$ cat config.mk
export PLATFORM = sky130hd
export DESIGN_NAME = rtm_timer
export DESIGN_NICKNAME = d
export VERILOG_FILES = /design/src/rtm_prescaler.v /design/src/rtm_input_sync.v /design/src/rtm_timer.v
export VERILOG_INCLUDE_DIRS = /design/src /design/src/common
export SDC_FILE = /design/constraint.sdc
export NUM_CORES = 1
export LEC_CHECK = 0
export BUFFER_PORTS_ARGS = -buffer_cell sky130_fd_sc_hd__buf_2
export CAP_MARGIN = 30
export CORE_MARGIN = 1
export CORE_UTILIZATION = 55
export CTS_CLUSTER_SIZE = 28
export DETAILED_ROUTE_END_ITERATION = 6
export GPL_TIMING_DRIVEN = 0
export PLACE_DENSITY = 0.77
export SYNTH_ARGS = -nofsm -noshare
export SYNTH_HDL_FRONTEND = slang
export SYNTH_SLANG_ARGS = --single-unit
export TNS_END_PERCENT = 10
$ cat constraint.sdc
create_clock -name ref_clk -period 2.5 [get_ports ref_clk]
set_input_delay 0.5 -clock ref_clk [delete_from_list [all_inputs] [get_ports ref_clk]]
set_output_delay 0.5 -clock ref_clk [all_outputs]
set_load 0.03 [all_outputs]
$ cat src/common/rtm_defines.vh
/*
  Constants of the reloadable timer: register offsets, control field
  positions, mode codes, status bit positions and reset values.
  Assumes inclusion by bare name from every design file that needs them.
*/
`ifndef RTM_DEFINES_VH
`define RTM_DEFINES_VH

// ----------------------------------------------------------------------
// Register byte offsets (word aligned)
// ----------------------------------------------------------------------
`define RTM_OFS_CTRL     8'h00
`define RTM_OFS_COUNT    8'h04
`define RTM_OFS_RELOAD   8'h08
`define RTM_OFS_CMP      8'h0c
`define RTM_OFS_CAPTURE  8'h10
`define RTM_OFS_STATUS   8'h14
`define RTM_OFS_MASK     8'h18
`define RTM_OFS_STATE    8'h1c

// ----------------------------------------------------------------------
// Control register fields
// ----------------------------------------------------------------------
`define RTM_CTRL_EN      0
`define RTM_CTRL_MODE_LO 1
`define RTM_CTRL_MODE_HI 3
`define RTM_CTRL_POL     4
`define RTM_CTRL_PRE_LO  5
`define RTM_CTRL_PRE_HI  7
`define RTM_CTRL_W       8

// ----------------------------------------------------------------------
// Mode codes
// ----------------------------------------------------------------------
`define RTM_MODE_ONESHOT 3'h0
`define RTM_MODE_CONT    3'h1
`define RTM_MODE_COUNTER 3'h2
`define RTM_MODE_PWM     3'h3
`define RTM_MODE_CAPTURE 3'h4
`define RTM_MODE_COMPARE 3'h5
`define RTM_MODE_GATED   3'h6

// ----------------------------------------------------------------------
// Status / mask bits
// ----------------------------------------------------------------------
`define RTM_ST_RELOAD    0
`define RTM_ST_CAPTURE   1
`define RTM_ST_GATE      2
`define RTM_ST_MATCH     3
`define RTM_ST_W         4

// ----------------------------------------------------------------------
// Reset values and misc
// ----------------------------------------------------------------------
`define RTM_CTRL_RST     8'h00
`define RTM_CNT_START    16'h0001
`define RTM_RELOAD_RST   16'hffff
`define RTM_CMP_RST      16'h0000
`define RTM_MASK_RST     4'h0
`define RTM_HTRANS_BIT   1
`define RTM_ADDR_W       8
`define RTM_PRE_DIV_W    7

`endif

$ cat src/rtm_prescaler.v
/*
  Power-of-two prescaler: one tick every 2^div_sel clocks (1 to 128).
  Assumes run and div_sel come from logic on ref_clk.
*/
`timescale 1ns/1ns
`include "rtm_defines.vh"

module rtm_prescaler #(
  parameter DIV_W = 7
) (
  input  wire         ref_clk,
  input  wire         srst,
  input  wire         run,
  input  wire [2:0]   div_sel,
  output wire         tick
);

  reg  [DIV_W-1:0] div_cnt_ff;
  wire [DIV_W-1:0] nxt_div_cnt;
  wire [DIV_W-1:0] div_mask;

  function [DIV_W-1:0] sel_mask;
    input [2:0] s;
    begin
      sel_mask = ~({DIV_W{1'b1}} << s);
    end
  endfunction

  assign div_mask    = sel_mask(div_sel);
  // Cleared while stopped so the first tick after enable is a full period
  assign nxt_div_cnt = run ? (div_cnt_ff + {{(DIV_W-1){1'b0}}, 1'b1}) : {DIV_W{1'b0}};
  assign tick        = run && ((div_cnt_ff & div_mask) == div_mask);

  always @(posedge ref_clk) begin
    if (srst) begin
      div_cnt_ff <= {DIV_W{1'b0}};
    end else begin
      div_cnt_ff <= nxt_div_cnt;
    end
  end

endmodule // rtm_prescaler

$ cat src/rtm_input_sync.v
/*
  Two-flop synchroniser for the timer input pin plus edge detection.
  Assumes the pin toggles no faster than a quarter of ref_clk.
*/
`timescale 1ns/1ns

module rtm_input_sync (
  input  wire         ref_clk,
  input  wire         srst,
  input  wire         pin_in,
  output wire         level,
  output wire         rise,
  output wire         fall
);

  reg meta_ff;
  reg sync_ff;
  reg prev_ff;

  always @(posedge ref_clk) begin
    if (srst) begin
      meta_ff <= 1'b0;
      sync_ff <= 1'b0;
      prev_ff <= 1'b0;
    end else begin
      meta_ff <= pin_in;
      sync_ff <= meta_ff;
      prev_ff <= sync_ff;
    end
  end

  assign level = sync_ff;
  assign rise  = sync_ff & ~prev_ff;
  assign fall  = ~sync_ff & prev_ff;

endmodule // rtm_input_sync

$ cat src/rtm_timer.v
/*
  Reloadable 16-bit timer with prescaler, input pin modes, output pin
  and interrupt, reached over an AHB-Lite slave port.
  Assumes a single AHB-Lite master, word accesses only, and one clock.
*/
// Design decisions made here: the AHB-Lite slave port and the placing of the registers.
// Notes on behaviour
// - 16-bit counter restarts at 1 after reaching 16-bit reload value
// - Prescaler divides clock by 1 to 128
// - Input pin counts, gates or triggers capture
// - Disabled output equals polarity bit
// - Enabled output inverts on every reload outside PWM mode
// - Counter mode output toggles after reload
// - Counter mode polarity picks counting edge
// - PWM polarity 0: low idle, high match
// - PWM polarity 1: high idle, low match
// - Capture latches count on selected edge
// - Gated polarity 0: count high, irq fall
// - Gated polarity 1: count low, irq rise
`timescale 1ns/1ns
`include "rtm_defines.vh"

module rtm_timer #(
  parameter CNT_W = 16
) (
  input  wire             ref_clk,
  input  wire             srst,
  input  wire             hsel,
  input  wire [31:0]      haddr,
  input  wire [1:0]       htrans,
  input  wire             hwrite,
  input  wire [2:0]       hsize,
  input  wire [31:0]      hwdata,
  input  wire             hready,
  output wire             hreadyout,
  output wire             hresp,
  output reg  [31:0]      hrdata,
  input  wire             tmr_in,
  output wire             tmr_out,
  output wire             tmr_irq
);

  // --------------------------------------------------------------------
  // Registers
  // --------------------------------------------------------------------
  reg  [`RTM_CTRL_W-1:0]  ctrl_ff;
  reg  [CNT_W-1:0]        count_ff;
  reg  [CNT_W-1:0]        reload_ff;
  reg  [CNT_W-1:0]        cmp_ff;
  reg  [CNT_W-1:0]        capture_ff;
  reg  [`RTM_ST_W-1:0]    status_ff;
  reg  [`RTM_ST_W-1:0]    mask_ff;
  reg                     out_ff;
  reg                     wr_pend_ff;
  reg  [`RTM_ADDR_W-1:0]  wr_addr_ff;

  reg  [`RTM_CTRL_W-1:0]  nxt_ctrl;
  reg  [CNT_W-1:0]        nxt_count;
  reg  [CNT_W-1:0]        nxt_capture;
  reg  [`RTM_ST_W-1:0]    nxt_status;
  reg                     nxt_out;
  reg  [CNT_W-1:0]        nxt_reload;
  reg  [CNT_W-1:0]        nxt_cmp;
  reg  [`RTM_ST_W-1:0]    nxt_mask;
  reg  [31:0]             nxt_hrdata;

  // --------------------------------------------------------------------
  // Field decode
  // --------------------------------------------------------------------
  wire                    en   = ctrl_ff[`RTM_CTRL_EN];
  wire [2:0]              mode = ctrl_ff[`RTM_CTRL_MODE_HI:`RTM_CTRL_MODE_LO];
  wire                    pol  = ctrl_ff[`RTM_CTRL_POL];
  wire [2:0]              pre  = ctrl_ff[`RTM_CTRL_PRE_HI:`RTM_CTRL_PRE_LO];

  function [31:0] pad_word;
    input [CNT_W-1:0] v;
    begin
      pad_word = {{(32-CNT_W){1'b0}}, v};
    end
  endfunction

  // One decode for every register write, so the offsets cannot drift apart
  function wr_hit;
    input                   pend;
    input [`RTM_ADDR_W-1:0] addr;
    input [`RTM_ADDR_W-1:0] ofs;
    begin
      wr_hit = pend && (addr == ofs);
    end
  endfunction

  // --------------------------------------------------------------------
  // Input pin and prescaler
  // --------------------------------------------------------------------
  wire in_lvl;
  wire in_rise;
  wire in_fall;
  wire pre_tick;

  rtm_input_sync u_sync (
    .ref_clk (ref_clk),
    .srst    (srst),
    .pin_in  (tmr_in),
    .level   (in_lvl),
    .rise    (in_rise),
    .fall    (in_fall)
  );

  // Counter mode counts pin edges, so the prescaler is idle there
  rtm_prescaler #(
    .DIV_W (`RTM_PRE_DIV_W)
  ) u_pre (
    .ref_clk (ref_clk),
    .srst    (srst),
    .run     (en && (mode != `RTM_MODE_COUNTER)),
    .div_sel (pre),
    .tick    (pre_tick)
  );

  // --------------------------------------------------------------------
  // Event decode
  // --------------------------------------------------------------------
  wire sel_edge  = pol ? in_fall : in_rise;
  wire gate_open = pol ? ~in_lvl : in_lvl;
  wire gate_edge = pol ? in_rise : in_fall;

  reg advance;
  always @* begin
    advance = 1'b0;
    case (mode)
      `RTM_MODE_COUNTER: advance = en & sel_edge;
      `RTM_MODE_GATED:   advance = en & pre_tick & gate_open;
      default:           advance = en & pre_tick;
    endcase
  end

  wire hit_reload = advance && (count_ff == reload_ff);
  wire hit_cmp    = advance && (count_ff == cmp_ff);
  wire cap_ev     = en && (mode == `RTM_MODE_CAPTURE) && sel_edge;
  wire gate_ev    = en && (mode == `RTM_MODE_GATED) && gate_edge;
  wire match_ev   = hit_cmp && ((mode == `RTM_MODE_PWM) || (mode == `RTM_MODE_COMPARE));

  // --------------------------------------------------------------------
  // AHB-Lite slave
  // --------------------------------------------------------------------
  // Zero wait states: reads are fetched at the address phase edge
  wire                   acc    = hsel && htrans[`RTM_HTRANS_BIT] && hready;
  wire                   rd_acc = acc && !hwrite;
  wire [`RTM_ADDR_W-1:0] a_ofs  = haddr[`RTM_ADDR_W-1:0];
  wire                   wr_ctl = wr_hit(wr_pend_ff, wr_addr_ff, `RTM_OFS_CTRL);
  wire                   wr_cnt = wr_hit(wr_pend_ff, wr_addr_ff, `RTM_OFS_COUNT);
  wire                   wr_rld = wr_hit(wr_pend_ff, wr_addr_ff, `RTM_OFS_RELOAD);
  wire                   wr_cmp = wr_hit(wr_pend_ff, wr_addr_ff, `RTM_OFS_CMP);
  wire                   wr_msk = wr_hit(wr_pend_ff, wr_addr_ff, `RTM_OFS_MASK);
  wire                   rd_st  = rd_acc && (a_ofs == `RTM_OFS_STATUS);

  assign hreadyout = 1'b1;
  assign hresp     = 1'b0;

  always @* begin
    nxt_hrdata = 32'h0000_0000;
    if (rd_acc) begin
      case (a_ofs)
        `RTM_OFS_CTRL:    nxt_hrdata = {24'h00_0000, ctrl_ff};
        `RTM_OFS_COUNT:   nxt_hrdata = pad_word(count_ff);
        `RTM_OFS_RELOAD:  nxt_hrdata = pad_word(reload_ff);
        `RTM_OFS_CMP:     nxt_hrdata = pad_word(cmp_ff);
        `RTM_OFS_CAPTURE: nxt_hrdata = pad_word(capture_ff);
        `RTM_OFS_STATUS:  nxt_hrdata = {28'h000_0000, status_ff};
        `RTM_OFS_MASK:    nxt_hrdata = {28'h000_0000, mask_ff};
        `RTM_OFS_STATE:   nxt_hrdata = {30'h0, in_lvl, out_ff};
        default:          nxt_hrdata = 32'h0000_0000;
      endcase
    end
  end

  // --------------------------------------------------------------------
  // Control and counter next state
  // --------------------------------------------------------------------
  always @* begin
    nxt_ctrl = ctrl_ff;
    // One-shot stops itself at its reload
    if (hit_reload && (mode == `RTM_MODE_ONESHOT)) begin
      nxt_ctrl[`RTM_CTRL_EN] = 1'b0;
    end
    if (wr_ctl) begin
      nxt_ctrl = hwdata[`RTM_CTRL_W-1:0];
    end
  end

  always @* begin
    nxt_count = count_ff;
    if (hit_reload) begin
      nxt_count = `RTM_CNT_START;
    end else if (advance) begin
      nxt_count = count_ff + {{(CNT_W-1){1'b0}}, 1'b1};
    end
    if (wr_cnt) begin
      nxt_count = hwdata[CNT_W-1:0];
    end
  end

  always @* begin
    nxt_capture = capture_ff;
    if (cap_ev) begin
      nxt_capture = count_ff;
    end
  end

  // --------------------------------------------------------------------
  // Software-only registers
  // --------------------------------------------------------------------
  // Bus writes land at the end of their data phase
  always @* begin
    nxt_reload = reload_ff;
    nxt_cmp    = cmp_ff;
    nxt_mask   = mask_ff;
    if (wr_rld) begin
      nxt_reload = hwdata[CNT_W-1:0];
    end
    if (wr_cmp) begin
      nxt_cmp = hwdata[CNT_W-1:0];
    end
    if (wr_msk) begin
      nxt_mask = hwdata[`RTM_ST_W-1:0];
    end
  end

  // --------------------------------------------------------------------
  // Timer output
  // --------------------------------------------------------------------
  always @* begin
    nxt_out = out_ff;
    if (!en) begin
      nxt_out = pol;
    end else if (mode == `RTM_MODE_PWM) begin
      // Reload is tested first, so it wins over a match on the same count
      if (hit_reload) begin
        nxt_out = pol;
      end else if (hit_cmp) begin
        nxt_out = ~pol;
      end
    end else if (hit_reload) begin
      nxt_out = ~out_ff;
    end
  end

  assign tmr_out = out_ff;

  // --------------------------------------------------------------------
  // Interrupt status
  // --------------------------------------------------------------------
  // A new event in the read cycle survives the read-clear
  always @* begin
    nxt_status = rd_st ? {`RTM_ST_W{1'b0}} : status_ff;
    if (hit_reload) begin
      nxt_status[`RTM_ST_RELOAD] = 1'b1;
    end
    if (cap_ev) begin
      nxt_status[`RTM_ST_CAPTURE] = 1'b1;
    end
    if (gate_ev) begin
      nxt_status[`RTM_ST_GATE] = 1'b1;
    end
    if (match_ev) begin
      nxt_status[`RTM_ST_MATCH] = 1'b1;
    end
  end

  assign tmr_irq = |(status_ff & mask_ff);

  // --------------------------------------------------------------------
  // Flip-flops
  // --------------------------------------------------------------------
  always @(posedge ref_clk) begin
    if (srst) begin
      ctrl_ff    <= `RTM_CTRL_RST;
      count_ff   <= `RTM_CNT_START;
      reload_ff  <= `RTM_RELOAD_RST;
      cmp_ff     <= `RTM_CMP_RST;
      capture_ff <= {CNT_W{1'b0}};
      status_ff  <= {`RTM_ST_W{1'b0}};
      mask_ff    <= `RTM_MASK_RST;
      out_ff     <= 1'b0;
      wr_pend_ff <= 1'b0;
      wr_addr_ff <= {`RTM_ADDR_W{1'b0}};
      hrdata     <= 32'h0000_0000;
    end else begin
      ctrl_ff    <= nxt_ctrl;
      count_ff   <= nxt_count;
      capture_ff <= nxt_capture;
      status_ff  <= nxt_status;
      out_ff     <= nxt_out;
      wr_pend_ff <= acc && hwrite;
      wr_addr_ff <= a_ofs;
      hrdata     <= nxt_hrdata;
      reload_ff  <= nxt_reload;
      cmp_ff     <= nxt_cmp;
      mask_ff    <= nxt_mask;
    end
  end

endmodule // rtm_timer

==> results.cfg <==
[critical_path]
critPathRequiredTime_ps = 2870
r2r-end = count_ff[14]$_SDFFE_PP0P_
crit_start = count_ff[2]$_SDFFE_PP0P_
critPathKind = flop to flop
cpPeakStageDelay_ps = 580
ff2ff_path_depth = 8
critical_path.cell_chain = buf_2 > nand3_1 > nor4_1 > and3_1 > and3_1 > xor2_1 > a222oi_1 > nor2_1
reg2reg_slack_ps = 130
cp-end-kind = flop
cpLargestDelayFamily = simple AND/OR/NAND/NOR gates
crit_path_max_fanout = 9
r2r_start = count_ff[2]$_SDFFE_PP0P_
crit_buf_inv = 1
critPathLaunchType = flop
worst_path_most_repeated_cell = and3_1
cp.arrival_ps = 2740
cp.depth = 8
slowest_stage = nor4_1

[status]
outcome = complete, but fails checks
failed_checks = DRC

[clock_network]
cts-hold-fix-buffers = 0
htreeDepth = 4
clock_path_buffers = 2
tritoncts = built
cts-root-buf = clkbuf_8
path_clk_slew_ps = 60
cts_setup_buffers = 0
cts.sinks = 116
cts_resized = 0
clk_latency_ps = 510
cts_buffers = 17

[synth]
seq_area_frac_synth = 0.415
postSynth.asyncResetShare = 0
synth_edf_count = 0
synth_flop_cell = dfxtp_1
avgSynthCellArea_um2 = 8.98
synth_seq_cells = 116
syn_area_um2 = 5590
syn-instance-count = 623
ys_types = 49
yosys_warnings = 0

[layout]
drive_gt1_frac = 0.192
area_delta_synth_final_pct = 18.5
n_antenna_cell = 0
finalInstanceArea_um2 = 6630
layout.cells.non_filler = 852
fin_nets = 783
final_core_util = 0.675

[global_route]
grt_use_met1 = 0.397
grt_use_met3 = 0.0854
grt_max_degree = 17
use_met2 = 0.490
grt_antenna_before_repair = 0
grt-busiest-layer = met2
grt_pass1_wl_mm = 24.6
grt_pass1_vias = 4810
grt.total_usage = 0.311
globalRouteOverflowTotal = 0

[floorplanning]
die-area_um2 = 10600
die_x_um = 103
ios = 111
die_h_um = 103
initial_core_util = 0.570
placementRows = 36
coreArea_um2 = 9820

[sta]
setup_viol = 0
post-route-period-util = 0.947
slew_violations = 0
rsz0062_at_grt = false
layout_min_cycle_time_ps = 2370
timing.hold.ws_ps = 218
hold_violations = 0
finClkSkew_ps = 6.92
slew-limit-headroom = 0.430
fmax_mhz = 422
tns_ps = 0
tightestPinTransition_ps = 849

[min_path]
hold_class = primary input to flop
hp-start = tmr_in
holdPathStages = 2
whs_endpoint = u_sync.meta_ff$_SDFF_PP0_

[power]
pwr_density_cell_nw_per_um2 = 653
power.share.switching = 0.220
seq_power_share = 0.431
p_comb_frac = 0.040
p_clk_frac = 0.529
switchingPower_mw = 0.954
vdd_drop_max_mv = 0.425
p_int_mw = 3.38
leakagePower_nw = 2.77

[routing]
drtPass1Iterations = 7
drc = 2
via_count = 5066
wl_per_cell_um = 18.2
wl_mm = 15.5
first_iter_violations = 582
viasPerCell = 5.95
ant_nets = 0

[placement]
dp.cells = 820
hpwl_mm = 11.1
numPortBuffers = 48
gp_congestion = 0.891
dpl_cell_area_um2 = 6060

[run]
maxCapViolCount = 0
## sequential cells by signal, indices dropped and copies added (netlist names)
name	count
capture_ff	16
cmp_ff	16
count_ff	16
hrdata	16
reload_ff	16
ctrl_ff	8
wr_addr_ff	8
u_pre.div_cnt_ff	7
mask_ff	4
status_ff	4
tmr_out	1
u_sync.level	1
u_sync.meta_ff	1
u_sync.prev_ff	1
wr_pend_ff	1
## worst reg2reg max path, stage by stage, from the launching register on
cell and delay (ps):
dfxtp_1 300, buf_2 240, nand3_1 180, nor4_1 580, and3_1 300, and3_1 190
xor2_1 70, a222oi_1 310, nor2_1 70
## how the worst max path moves through the flow
stage | slack (ps) | to
2_1_floorplan | 630 | count_ff[14]$_SDFFE_PP0P_
3_3_place_gp | 130 | hrdata[6]$_SDFF_PP0_
3_5_place_dp | 100 | hrdata[6]$_SDFF_PP0_
4_1_cts | 170 | count_ff[15]$_SDFFE_PP0P_
5_1_grt | 40 | count_ff[14]$_SDFFE_PP0P_
6_report | 130 | count_ff[14]$_SDFFE_PP0P_
## routing by layer
| layer | wire, µm | share of wire |
|---|---|---|
| met1 | 6260 | 0.40 |
| met2 | 7180 | 0.46 |
| met3 | 1610 | 0.10 |
| met4 | 488 | 0.031 |
| met5 | 0 | 0 |
## cells in the mapped netlist, types with 3 or more instances
master | number | area share
and3_1 | 5 | 0.0056
nand3b_1 | 7 | 0.0094
a222oi_1 | 8 | 0.014
nor2b_1 | 29 | 0.032
xor2_1 | 25 | 0.039
inv_1 | 4 | 0.0027
xnor2_1 | 21 | 0.033
nor3_1 | 6 | 0.0054
nand2_1 | 30 | 0.020
a311oi_1 | 8 | 0.013
nor2_1 | 89 | 0.060
nor4_1 | 6 | 0.0067
nor3_2 | 4 | 0.0072
clkbuf_1 | 21 | 0.014
a21oi_1 | 19 | 0.017
a22oi_1 | 31 | 0.042
nand3_1 | 18 | 0.016
mux2i_1 | 44 | 0.079
nand4_1 | 7 | 0.0078
o21ai_1 | 7 | 0.0063
and2_1 | 7 | 0.0078
a211o_1 | 16 | 0.025
dfxtp_1 | 116 | 0.42
buf_4 | 22 | 0.030
a31oi_1 | 12 | 0.013
o21ai_0 | 3 | 0.0027
nand2b_1 | 9 | 0.010
buf_2 | 23 | 0.021
## power by group through the flow
stage / logic (mW) / registers [mW] / clock network (mW)
6_report: 0.173 / 1.87 / 2.29
2_1_floorplan: 0.104 / 1.90 / 0
4_1_cts: 0.169 / 1.87 / 2.29
3_3_place_gp: 0.167 / 1.90 / 0
3_5_place_dp: 0.169 / 1.91 / 0
5_1_grt: 0.184 / 1.87 / 2.39
## layout make-up
type                            count  area (µm²)
Fill cell                         820        3190
Multi-Input combinational cell    452        2950
Sequential cell                   116        2320
Clock buffer                       22         453
Buffer                             67         370
Timing Repair Buffer               48         240
Tap cell                          133         166
Clock inverter                     10         106
Inverter                            4        15.0
## kinds of logic after synthesis
group	after synthesis	share of synthesized area
other	2	0.00134
AND/OR/NAND/NOR	229	0.213
XOR/XNOR	46	0.0720
multiplexers	45	0.0808
adder cells (fa/ha/maj)	2	0.00447
buffers and inverters	71	0.0689
flip-flops	116	0.415
AO/OA/AOI/OAI	112	0.145
## layout by cell type (no fill, tap or decap), drive strengths merged, types with 2 or more instances in the layout
master / count
and3: 5
clkinv: 7
nand2: 31
nor3b: 4
nor4: 8
nor2b: 29
bufinv: 2
xor2: 25
a22oi: 32
dfxtp: 116
a31oi: 12
nand3: 18
nand2b: 9
buf: 94
a211o: 16
and2: 7
nor2: 90
ha: 2
a311oi: 8
a21boi: 2
nand4: 7
mux2i: 44
nor3: 10
a21oi: 19
nand3b: 7
xnor2: 21
inv: 4
conb: 18
a222oi: 8
o21ai: 10
clkbuf: 43
## per-stage QoR
stage / setup WS [ps] / power [mW]
after floorplan: 631 / 2.01
after global placement: 129 / 2.07
after detailed placement: 95.8 / 2.07
after CTS: 170 / 4.33
after global routing: 40.1 / 4.44
final: 131 / 4.33
Note: power is estimated with default switching activity, not from simulation.
